==> src/shared/ces_pkg.sv <==
// Constants shared by both ends of the coprocessor exception link
package ces_pkg;
  localparam int SEL_W = 5;
  localparam int DAT_W = 16;
  localparam logic [4:0] SEL_RESP   = 5'h00;
  localparam logic [4:0] SEL_CTRL   = 5'h01;
  localparam logic [4:0] SEL_SAVE   = 5'h02;
  localparam logic [4:0] SEL_REST   = 5'h03;
  localparam logic [4:0] SEL_OPW    = 5'h04;
  localparam logic [4:0] SEL_CMD    = 5'h05;
  localparam logic [4:0] SEL_COND   = 5'h07;
  localparam logic [4:0] SEL_OPND   = 5'h08;
  localparam logic [4:0] SEL_REGSEL = 5'h0a;
  localparam logic [4:0] SEL_IADDR  = 5'h0c;
  localparam logic [4:0] SEL_OADDR  = 5'h0e;
  // Primitive type field, bits 12:8
  localparam int PRIM_TYPE_LSB = 8;
  localparam logic [4:0] PRIM_PRE  = 5'h1c;
  localparam logic [4:0] PRIM_MID  = 5'h1d;
  localparam logic [4:0] PRIM_POST = 5'h1e;
  localparam logic [15:0] PRIM_NULL   = 16'h0802;
  localparam logic [15:0] FMT_INVALID = 16'h0100;
  localparam logic [15:0] CTRL_ABORT   = 16'h0001;
  localparam logic [15:0] CTRL_EXC_ACK = 16'h0002;
  localparam logic [7:0] VEC_FLINE = 8'h0b;
  localparam logic [7:0] VEC_PROTO = 8'h0d;
  localparam logic [7:0] VEC_FMT   = 8'h0e;
  localparam logic [3:0] FRAME_PRE  = 4'h4;
  localparam logic [3:0] FRAME_POST = 4'h6;
  localparam logic [3:0] FRAME_MID  = 4'ha;
  // Exception kind codes on the coprocessor user side
  localparam logic [1:0] KIND_PRE  = 2'h0;
  localparam logic [1:0] KIND_MID  = 2'h1;
  localparam logic [1:0] KIND_POST = 2'h2;
endpackage

==> src/shared/ces_cir_if.sv <==
// Interface register bus between main processor and coprocessor
`timescale 1ns/1ps
interface ces_cir_if;
  logic        cir_strobe;
  logic        cir_wr;
  logic [4:0]  cir_sel;
  logic [15:0] cir_wdata;
  logic [15:0] cir_rdata;
  logic        data_size_ack;
  modport main  (output cir_strobe, output cir_wr, output cir_sel, output cir_wdata,
                 input cir_rdata, input data_size_ack);
  modport copro (input cir_strobe, input cir_wr, input cir_sel, input cir_wdata,
                 output cir_rdata, output data_size_ack);
endinterface

==> src/logic/ces_copro_end.sv <==
// Coprocessor end: interface registers and exception reporting
`timescale 1ns/1ps
module ces_copro_end (
  // Clock and reset
  input  wire logic        sys_clk,
  input  wire logic        reset,
  input  wire logic        ce,
  // Interface register bus
  ces_cir_if.copro         cir,
  // Command path
  input  wire logic        cmd_unknown,
  output logic             cmd_strobe,
  output logic [15:0]      cmd_word,
  output logic [15:0]      operand_word,
  // Internal exceptions
  input  wire logic        dp_exc_req,
  input  wire logic [1:0]  dp_exc_kind,
  input  wire logic [7:0]  dp_exc_vec,
  input  wire logic        bus_err_req,
  input  wire logic [1:0]  bus_err_kind,
  input  wire logic [7:0]  bus_err_vec,
  input  wire logic [15:0] bus_err_info,
  output logic [15:0]      fault_info,
  // Context save and restore
  input  wire logic [15:0] save_fmt_word,
  input  wire logic        save_fmt_bad,
  input  wire logic        restore_fmt_bad,
  output logic             restore_strobe,
  output logic [15:0]      restore_word,
  // Status
  output logic             pv_pending
);
  logic        seen;
  logic        take;
  logic        expect_cmd;
  logic        in_ctx;
  logic        pv_defer;
  logic        pv_read;
  logic        prim_valid;
  logic        prim_read;
  logic [15:0] prim;
  logic [15:0] rest_reg;
  logic        is_sync;
  logic        is_cmd;
  logic        rd_resp;
  logic        wr_ctrl;
  logic        ack_wr;
  logic        abort_wr;
  logic        pv_set;
  logic        pv_clr;
  logic        ev_req;
  logic [1:0]  ev_kind;
  logic [7:0]  ev_vec;
  logic        prim_set;
  logic        prim_clr;
  logic [15:0] resp_val;
  logic [4:0]  ev_type;

  //////////////////////////////////////////////////////////////////////////////
  // Access decode
  assign take     = cir.cir_strobe & ~cir.data_size_ack & ~seen;
  assign is_sync  = (cir.cir_sel == ces_pkg::SEL_OPW) | (cir.cir_sel == ces_pkg::SEL_OPND) |
                    (cir.cir_sel == ces_pkg::SEL_REGSEL) | (cir.cir_sel == ces_pkg::SEL_IADDR) |
                    (cir.cir_sel == ces_pkg::SEL_OADDR);
  assign is_cmd   = take & cir.cir_wr &
                    ((cir.cir_sel == ces_pkg::SEL_CMD) | (cir.cir_sel == ces_pkg::SEL_COND));
  assign rd_resp  = take & ~cir.cir_wr & (cir.cir_sel == ces_pkg::SEL_RESP);
  assign wr_ctrl  = take & cir.cir_wr & (cir.cir_sel == ces_pkg::SEL_CTRL);
  assign ack_wr   = wr_ctrl & ((cir.cir_wdata & ces_pkg::CTRL_EXC_ACK) != 16'h0000);
  assign abort_wr = wr_ctrl & ((cir.cir_wdata & ces_pkg::CTRL_ABORT) != 16'h0000);

  // Violation while a command is expected, or any time inside a context instruction
  assign pv_set = take & is_sync & (expect_cmd | in_ctx);
  // Cleared once the reported primitive was read and then acknowledged
  assign pv_clr = ack_wr & pv_read;

  // Response value: undeferred violation first, then posted primitive, else null release
  always_comb begin
    if (pv_pending & ~pv_defer) begin
      resp_val = {3'h0, ces_pkg::PRIM_MID, ces_pkg::VEC_PROTO};
    end else if (prim_valid) begin
      resp_val = prim;
    end else begin
      resp_val = ces_pkg::PRIM_NULL;
    end
  end

  //////////////////////////////////////////////////////////////////////////////
  // Event selection for internal and bus exceptions
  assign ev_req  = dp_exc_req | bus_err_req;
  assign ev_kind = bus_err_req ? bus_err_kind : dp_exc_kind;
  assign ev_vec  = bus_err_req ? bus_err_vec : dp_exc_vec;
  always_comb begin
    case (ev_kind)
      ces_pkg::KIND_PRE:  ev_type = ces_pkg::PRIM_PRE;
      ces_pkg::KIND_MID:  ev_type = ces_pkg::PRIM_MID;
      default:            ev_type = ces_pkg::PRIM_POST;
    endcase
  end
  assign prim_clr = (prim_read & ack_wr) | (rd_resp & prim_valid & ~(pv_pending & ~pv_defer) &
                    (prim[12:8] == ces_pkg::PRIM_PRE)) | abort_wr;
  assign prim_set = (ev_req | (is_cmd & cmd_unknown)) & (~prim_valid | prim_clr);

  //////////////////////////////////////////////////////////////////////////////
  // Acknowledge and read data
  always_ff @(posedge sys_clk or posedge reset) begin
    if (reset) begin
      cir.data_size_ack <= 1'b0;
      seen              <= 1'b0;
      cir.cir_rdata     <= 16'h0000;
    end else if (ce) begin
      cir.data_size_ack <= take;
      seen              <= cir.cir_strobe & (seen | cir.data_size_ack);
      if (take & ~cir.cir_wr) begin
        case (cir.cir_sel)
          ces_pkg::SEL_RESP: cir.cir_rdata <= resp_val;
          ces_pkg::SEL_SAVE: cir.cir_rdata <= save_fmt_bad ? ces_pkg::FMT_INVALID : save_fmt_word;
          ces_pkg::SEL_REST: cir.cir_rdata <= rest_reg;
          default:           cir.cir_rdata <= 16'h0000;
        endcase
      end
    end
  end

  //////////////////////////////////////////////////////////////////////////////
  // Protocol violation tracking
  always_ff @(posedge sys_clk or posedge reset) begin
    if (reset) begin
      pv_pending <= 1'b0;
      pv_defer   <= 1'b0;
      pv_read    <= 1'b0;
    end else if (ce) begin
      pv_pending <= pv_set | (pv_pending & ~pv_clr);
      // Held back during a context instruction until the next command
      if (pv_set & in_ctx) begin
        pv_defer <= 1'b1;
      end else if (is_cmd) begin
        pv_defer <= 1'b0;
      end
      if (rd_resp & pv_pending & ~pv_defer) begin
        pv_read <= 1'b1;
      end else if (pv_clr) begin
        pv_read <= 1'b0;
      end
    end
  end

  //////////////////////////////////////////////////////////////////////////////
  // Dialog state
  always_ff @(posedge sys_clk or posedge reset) begin
    if (reset) begin
      expect_cmd <= 1'b1;
      in_ctx     <= 1'b0;
    end else if (ce) begin
      if (abort_wr) begin
        expect_cmd <= 1'b1;
        in_ctx     <= 1'b0;
      end else if (is_cmd) begin
        // Unknown word keeps a command expected; in_ctx clears either way
        expect_cmd <= cmd_unknown;
        in_ctx     <= 1'b0;
      end else if (take & ((~cir.cir_wr & (cir.cir_sel == ces_pkg::SEL_SAVE)) |
                           (cir.cir_wr & (cir.cir_sel == ces_pkg::SEL_REST)))) begin
        in_ctx <= 1'b1;
      end else if (rd_resp & ~pv_pending & ~prim_valid) begin
        expect_cmd <= 1'b1;
      end
    end
  end

  //////////////////////////////////////////////////////////////////////////////
  // Posted primitive
  always_ff @(posedge sys_clk or posedge reset) begin
    if (reset) begin
      prim_valid <= 1'b0;
      prim_read  <= 1'b0;
      prim       <= 16'h0000;
      fault_info <= 16'h0000;
    end else if (ce) begin
      prim_valid <= prim_set | (prim_valid & ~prim_clr);
      if (prim_set) begin
        if (ev_req) begin
          prim <= {3'h0, ev_type, ev_vec};
        end else begin
          prim <= {3'h0, ces_pkg::PRIM_PRE, ces_pkg::VEC_FLINE};
        end
      end
      if (bus_err_req) begin
        fault_info <= bus_err_info;
      end
      // A primitive cleared by its own read leaves no read mark behind
      if (prim_clr) begin
        prim_read <= 1'b0;
      end else if (rd_resp & prim_valid & ~(pv_pending & ~pv_defer)) begin
        prim_read <= 1'b1;
      end
    end
  end

  //////////////////////////////////////////////////////////////////////////////
  // Command, operand and restore capture
  always_ff @(posedge sys_clk or posedge reset) begin
    if (reset) begin
      cmd_strobe     <= 1'b0;
      cmd_word       <= 16'h0000;
      operand_word   <= 16'h0000;
      restore_strobe <= 1'b0;
      restore_word   <= 16'h0000;
      rest_reg       <= 16'h0000;
    end else if (ce) begin
      cmd_strobe     <= is_cmd & ~cmd_unknown;
      restore_strobe <= 1'b0;
      if (is_cmd & ~cmd_unknown) begin
        cmd_word <= cir.cir_wdata;
      end
      if (take & cir.cir_wr & (cir.cir_sel == ces_pkg::SEL_OPND)) begin
        operand_word <= cir.cir_wdata;
      end
      if (abort_wr) begin
        rest_reg <= 16'h0000;
      end else if (take & cir.cir_wr & (cir.cir_sel == ces_pkg::SEL_REST)) begin
        restore_strobe <= ~restore_fmt_bad;
        restore_word   <= cir.cir_wdata;
        rest_reg       <= restore_fmt_bad ? ces_pkg::FMT_INVALID : cir.cir_wdata;
      end
    end
  end
endmodule

==> src/flat_wrapper.sv <==
// flat-port wrapper written by rule: the top's interface ports become plain ports
module ces_copro_end_flat 
  (sys_clk, reset, ce, cmd_unknown, cmd_strobe, cmd_word, operand_word, dp_exc_req, dp_exc_kind, dp_exc_vec, bus_err_req, bus_err_kind, bus_err_vec, bus_err_info, fault_info, save_fmt_word, save_fmt_bad, restore_fmt_bad, restore_strobe, restore_word, pv_pending, cir_cir_strobe, cir_cir_wr, cir_cir_sel, cir_cir_wdata, cir_cir_rdata, cir_data_size_ack);
  ces_cir_if cir_i ();
  input  wire logic sys_clk;
  input  wire logic reset;
  input  wire logic ce;
  input  wire logic cmd_unknown;
  output logic cmd_strobe;
  output logic [15:0] cmd_word;
  output logic [15:0] operand_word;
  input  wire logic dp_exc_req;
  input  wire logic [1:0] dp_exc_kind;
  input  wire logic [7:0] dp_exc_vec;
  input  wire logic bus_err_req;
  input  wire logic [1:0] bus_err_kind;
  input  wire logic [7:0] bus_err_vec;
  input  wire logic [15:0] bus_err_info;
  output logic [15:0] fault_info;
  input  wire logic [15:0] save_fmt_word;
  input  wire logic save_fmt_bad;
  input  wire logic restore_fmt_bad;
  output logic restore_strobe;
  output logic [15:0] restore_word;
  output logic pv_pending;
  input wire logic [$bits(cir_i.cir_strobe)-1:0] cir_cir_strobe;
  input wire logic [$bits(cir_i.cir_wr)-1:0] cir_cir_wr;
  input wire logic [$bits(cir_i.cir_sel)-1:0] cir_cir_sel;
  input wire logic [$bits(cir_i.cir_wdata)-1:0] cir_cir_wdata;
  output wire logic [$bits(cir_i.cir_rdata)-1:0] cir_cir_rdata;
  output wire logic [$bits(cir_i.data_size_ack)-1:0] cir_data_size_ack;
  assign cir_i.cir_strobe = cir_cir_strobe;
  assign cir_i.cir_wr = cir_cir_wr;
  assign cir_i.cir_sel = cir_cir_sel;
  assign cir_i.cir_wdata = cir_cir_wdata;
  assign cir_cir_rdata = cir_i.cir_rdata;
  assign cir_data_size_ack = cir_i.data_size_ack;
  ces_copro_end u_core (.sys_clk(sys_clk), .reset(reset), .ce(ce), .cir(cir_i), .cmd_unknown(cmd_unknown), .cmd_strobe(cmd_strobe), .cmd_word(cmd_word), .operand_word(operand_word), .dp_exc_req(dp_exc_req), .dp_exc_kind(dp_exc_kind), .dp_exc_vec(dp_exc_vec), .bus_err_req(bus_err_req), .bus_err_kind(bus_err_kind), .bus_err_vec(bus_err_vec), .bus_err_info(bus_err_info), .fault_info(fault_info), .save_fmt_word(save_fmt_word), .save_fmt_bad(save_fmt_bad), .restore_fmt_bad(restore_fmt_bad), .restore_strobe(restore_strobe), .restore_word(restore_word), .pv_pending(pv_pending));
endmodule
==> config.mk <==
export PLATFORM = sky130hd
export DESIGN_NAME = ces_copro_end_flat
export DESIGN_NICKNAME = d
export VERILOG_FILES = /design/src/shared/ces_pkg.sv /design/src/shared/ces_cir_if.sv /design/src/logic/ces_copro_end.sv /design/src/flat_wrapper.sv
export SDC_FILE = /design/constraint.sdc
export NUM_CORES = 1
export LEC_CHECK = 0
export ABC_AREA = 1
export BUFFER_PORTS_ARGS = -buffer_cell sky130_fd_sc_hd__buf_2
export CAP_MARGIN = 15
export CORE_UTILIZATION = 54
export DETAILED_ROUTE_END_ITERATION = 10
export PLACE_DENSITY_LB_ADDON = 0.12
export SYNTH_ARGS = -nofsm -noshare
export SYNTH_HDL_FRONTEND = slang
export SYNTH_SLANG_ARGS = --single-unit
==> constraint.sdc <==
create_clock -name sys_clk -period 4.9 [get_ports sys_clk]
set_input_delay 0 -clock sys_clk [delete_from_list [all_inputs] [get_ports sys_clk]]
set_output_delay 0 -clock sys_clk [all_outputs]
set_load 0.1 [all_outputs]
# Word level (Yosys, flattened, before mapping)
# Cells that the tools add are included.
[word_totals]
reg_bits = 123
input_bits = 83
out_inout_bits = 84
word_cells = 137
[classes]
n_eq_ne = 13
muxes = 26
n_bitwise = 60
reduce_logical = 20
[op_table]
columns = ["op", "count"]
rows = [
  ["16-bit 2-to-1 mux", 6],
  ["16-bit case mux with 3 select lines", 1],
  ["1-bit AND", 33],
  ["5-bit by 4-bit equality test with 1-bit output (second input constant)", 4],
  ["2-bit AND reduction", 10],
  ["5-bit by 3-bit equality test with 1-bit output (second input constant)", 3],
  ["1-bit 2-to-1 mux", 15],
  ["1-bit OR", 15],
  ["1-bit inverter", 12],
  ["5-bit by 2-bit equality test with 1-bit output (second input constant)", 2],
  ["10-bit 2-to-1 mux", 1],
  ["8-bit 2-to-1 mux", 1],
  ["2-bit nonzero test", 4],
  ["3-bit AND reduction", 2],
  ["3-bit nonzero test", 2],
  ["5-bit by 1-bit equality test with 1-bit output (second input constant)", 1],
  ["5-bit equality test (second input constant)", 1],
  ["5-bit logical NOT", 1],
  ["2-bit case mux with 2 select lines", 1],
  ["3-bit by 1-bit inequality test with 1-bit output (second input constant)", 1],
  ["2-bit by 1-bit equality test with 1-bit output (second input constant)", 1],
  ["2-bit logical NOT", 1],
  ["2-bit 2-to-1 mux", 1],
]

# Logic depth before layout (Yosys ltp)
[depth]
ltp_word = 13
ltp_mapped = 10
depth_no_buf = 9

# Worst setup path after synthesis
# OpenSTA, ideal clock, no wires.
[synth_path]
kind = "register to register"
from = "register u_core.cir.data_size_ack"
to = "register u_core.rest_reg[15]"
setup_ns = 0.123
arrival_time_ns = 1.860
required_time_ns = 4.777
slack_ns = 2.916
stages_incl_launch_ff = 10
path_buffers = 1
synth_period_minus_slack_ns = 1.984
cell_sequence = "dfrtp_1 > nor2_2 > nand2_2 > nor2_4 > nand2_2 > nor2_4 > inv_1 > buf_2 > nand3_1 > o31ai_2"
[synth_via]
elab_chain_cells = 8
word_cells_on_any_way = 10
classes_between = "1 x mux; 7 x bitwise; 2 x reduce/logical"
[synth_lines]
columns = ["element", "line", "text"]
rows = [
  ["start: declaration", "ces_cir_if.sv:13", "output cir_rdata, output data_size_ack);"],
  ["start signal: assignment", "ces_copro_end.sv:112", "cir.data_size_ack <= take;"],
  ["1-bit inverter *", "ces_copro_end.sv:61", "assign take = cir.cir_strobe & ~cir.data_size_ack & ~seen;"],
  ["1-bit AND * (2 in a row)", "ces_copro_end.sv:61", ""],
  ["1-bit AND *", "ces_copro_end.sv:68, ces_copro_end.sv:221", ""],
  ["1-bit AND", "ces_copro_end.sv:68", "assign wr_ctrl = take & cir.cir_wr & (cir.cir_sel == ces_pkg::SEL_CTRL);"],
  ["1-bit AND", "ces_copro_end.sv:70", "assign abort_wr = wr_ctrl & ((cir.cir_wdata & ces_pkg::CTRL_ABORT) != 16'h0000);"],
  ["2-bit nonzero test (no source line)", "-", ""],
  ["2-bit AND reduction (no source line)", "-", ""],
  ["end signal: assignment", "ces_copro_end.sv:224", "rest_reg <= restore_fmt_bad ? ces_pkg::FMT_INVALID : cir.cir_wdata;"],
  ["end: declaration", "ces_copro_end.sv:42", "logic [15:0] rest_reg;"],
]
# Mark *: on every way between the ends. The rest lies on a longest branch, timed or not.
# A chain may end at the register's enable or synchronous reset.

# Worst setup path in the final report
[layout_path]
from = "input cir_cir_sel[3]"
to = "register u_core.cir.cir_rdata[11]"
[layout_via]
elab_chain_cells = 2
word_cells_on_any_way = 4
classes_between = "2 x eq/ne; 1 x mux; 1 x reduce/logical"
[layout_lines]
columns = ["element", "line", "text"]
rows = [
  ["start: declaration", "flat_wrapper.sv:28", "input wire logic [$bits(cir_i.cir_sel)-1:0] cir_cir_sel;"],
  ["5-bit by 2-bit equality test with 1-bit output / 5-bit logical NOT (equally long branches)", "ces_copro_end.sv:115", "case (cir.cir_sel)"],
  ["16-bit case mux with 3 select lines *", "ces_copro_end.sv:115", ""],
  ["end signal: assignment", "ces_copro_end.sv:116", "ces_pkg::SEL_RESP: cir.cir_rdata <= resp_val;"],
  ["end signal: assignment", "ces_copro_end.sv:117", "ces_pkg::SEL_SAVE: cir.cir_rdata <= save_fmt_bad ? ces_pkg::FMT_INVALID : save_fmt_word;"],
  ["end signal: assignment", "ces_copro_end.sv:118", "ces_pkg::SEL_REST: cir.cir_rdata <= rest_reg;"],
  ["end: declaration", "ces_cir_if.sv:13", ""],
]
# Marks and branches as above.

==> reports/qor.yml <==
outcome: "completed"
path_max_fanout: 12
synth_fp_nets: 643
post-route-min-period_ps: 3219
syn2layout_area_growth_pct: 47.82
share_seq_of_total_power_pct: 35.3
cts_tree: "built"
critPathBufInv: 6
cts-root-buf: "clkbuf_8"
setup-violations-final: 0
p_sw_mw: 1.115
cap_violations: 0
layout-drive-gt1-share_pct: 27.83
hp-class: "in -> reg"
die_y_um: 98.93
finalNetCount: 900
grt_pass1_vias: 4984
start_util_pct: 55.43
max_stage_delay_ps: 570
multi_input_area_sq_um: 1833
timing.final.crit_share_pct: 65.69
die_area_sq_um: 9787
synth_area_sq_um: 5074
n_fill_cell: 561
grt_remaining_overflow: 0
synth-warning-count: 0
finalInstanceArea_sq_um: 7500
cts_max_path_buffers: 2
maxSlewViolCount: 0
vdd_ir_drop_max_mv: 0.3234
syn_area_per_cell_sq_um: 9.060
clkSinkCount: 118
switching_share_pct: 34.60
ys_async_sr_fraction_pct: 100.0
max_slew_margin_pct: 34.27
critPathLaunchType: "primary input"
grt_usage_pct: 31.41
pwr-share-clk_pct: 40.2
synth_top_area_share_pct: 57.71
finClkSkew_ps: 14.82
worstPathCellList: "dlygate4sd3_1 -> buf_2 -> nor2_1 -> nand2_1 -> inv_2 -> nand2_1 -> nor2_2 -> nand2_1 -> dlygate4sd3_1 -> nand3_1 -> dlygate4sd3_1 -> nand2_1 -> dlygate4sd3_1 -> nand2_1"
placed_area_sq_um: 5958
htreeDepth: 4
cts_made_buffers: 17
final_hold_viol_count: 0
synth.distinct_cells: 33
synth_edf_count: 0
ys.flop_type: "dfrtp_1"
synth_seq_area_share_pct: 58.22
gp_congestion: 0.9048
wl_per_cell_um: 15.60
crit_path_frequent_cell: "nand2_1"
insertion_delay_ps: 520
cp_top_family: "buffers and inverters"
antenna_found_initial: 0
regArea_sq_um: 2954
post-dp-hpwl_um: 9365
crit_slowest_cell: "dlygate4sd3_1"
combPwrFrac_pct: 24.5
drt_wl_total_um: 14680
ys_ff_latch: 118
fin_setup_tns_ps: 0
synth_top_cell_by_area: "dfrtp_1"
p_int_mw: 2.107
cts-resized-gates: 0
cts_hold_buf: 92
viasPerCell: 5.362
ant_nets: 0
max_clock_freq_mhz: 310.7
worst_pin_slew_ps: 983.1
drtIter0Drc: 293
p_leak_nw: 4.026
core_area_sq_um: 9153
die_width_um: 98.93
antenna_cells: 0
io_buffers: 166
synthTopCellsByArea: "dfrtp_1 (58%), nand2_1 (14%), o21ai_0 (6.1%)"
endpoint_kind: "register"
drtPass1Iterations: 6
netlist_instances: 560
worstPathArrival_ps: 3660
io_pins: 167
vias: 5046
clk_pin_slew_ps: 60
rsz0062_at_grt: "false"
grt_max_degree: 61
grt_first_pass_wirelength_um: 23650
worstPathRequired_ps: 5340
drc_errors: 0
row_count: 35
critPathKind: "in -> reg"
postCtsSetupBuffers: 0
power.density_nw_per_um2: 429.5
path summary, 6_finish.rpt:
path | end | cells after the start | slack, ps | startpoint
min in group asynchronous | u_core.fault_info[2] | 3 | 190 | reset
max in group asynchronous | u_core.prim_read | 4 | 3460 | reset
hold reg to reg | u_core.restore_word[2] | 2 | 470 | u_core.restore_word[2]
hold / removal | u_core.cir.cir_rdata[14] | 4 | 20 | save_fmt_bad
setup reg to reg | u_core.cir.cir_rdata[11] | 8 | 2390 | u_core.pv_pending
setup / recovery | u_core.cir.cir_rdata[11] | 14 | 1680 | cir_cir_sel[3]
final cells by class:
| cell class | count | area share, % |
|---|---|---|
| repair buffers | 261 | 23.66 |
| clock inverters | 12 | 2.336 |
| well taps | 111 | 1.852 |
| inverters | 47 | 2.386 |
| clock buffers | 20 | 5.939 |
| multi-input cells | 372 | 24.44 |
| flip-flops and latches | 118 | 39.39 |
layer usage:
layer / share of wire, % / global-route usage (%)
met4: 2.2 / 11.60
met5: 0 / 0
met1: 40 / 38.05
met2: 52 / 55.24
met3: 6.1 / 6.667
worst reg2reg max path, stage by stage, from the launching register on:
cell and delay, ps:
dfrtp_1 410, nand2_1 170, nand2_1 140, o21ai_0 330
nand3_1 110, dlygate4sd3_1 560, nand2_1 60, dlygate4sd3_1 540
nand2_1 70
cells in the mapped netlist, drive strengths merged (5+ instances only):
cell	number
buf	14
o21ai	63
inv	47
o22ai	10
a22o	5
a21oi	8
nand4	5
nand2	188
nor2	22
clkbuf	9
mux2	16
nand3	40
dfrtp	117
cell families (layout without fill, tap and decap cells):
| family | after synthesis | after routing | synth area share, % |
|---|---|---|---|
| flip-flops | 118 | 118 | 58.22 |
| multiplexers | 17 | 17 | 3.748 |
| AND/OR/NAND/NOR | 258 | 258 | 21.28 |
| AO/OA/AOI/OAI | 97 | 97 | 11.10 |
| buffers and inverters | 70 | 340 | 5.647 |
cells in the final DEF, fill, tap and decap left out, types with 2 or more instances in the layout:
cell and instances:
buf_2 166, clkinv_2 3, inv_1 45, nor2_1 17, o22ai_1 9, a22oi_1 3
a22o_1 5, nand4_1 5, clkbuf_8 3, bufinv_16 4, clkinvlp_4 3, buf_4 3
o22a_1 3, o21ai_0 62, a21oi_1 8, nand3_1 39, dfrtp_1 117, nor2_2 2
nand2_2 2, nor2_4 3, clkbuf_16 16, mux2_2 16, nand2_1 186, dlygate4sd3_1 92
o211ai_1 2
stage by stage:
stage          utilization, %  power, mW  setup slack, ps  hold slack, ps  std cells
3_5_place_dp            65.10      1.876             2764           172.4        817
5_1_grt                 81.94      3.322             1572           29.08        941
3_3_place_gp            65.10      1.861             2887           161.1        817
4_1_cts                 81.94      3.220             1811          0.1849        941
6_report                81.94      3.221             1681           21.75        941
2_1_floorplan               -      1.720             1773           91.28        560
power by group through the flow:
stage	Clock (mW)	Combinational, mW	Sequential [mW]
floorplan	0	0.160	1.56
global placement	0	0.718	1.14
detailed placement	0	0.729	1.15
CTS	1.30	0.785	1.13
global route	1.35	0.830	1.15
finish	1.30	0.790	1.14
Note: power is estimated with default switching activity, not from simulation.
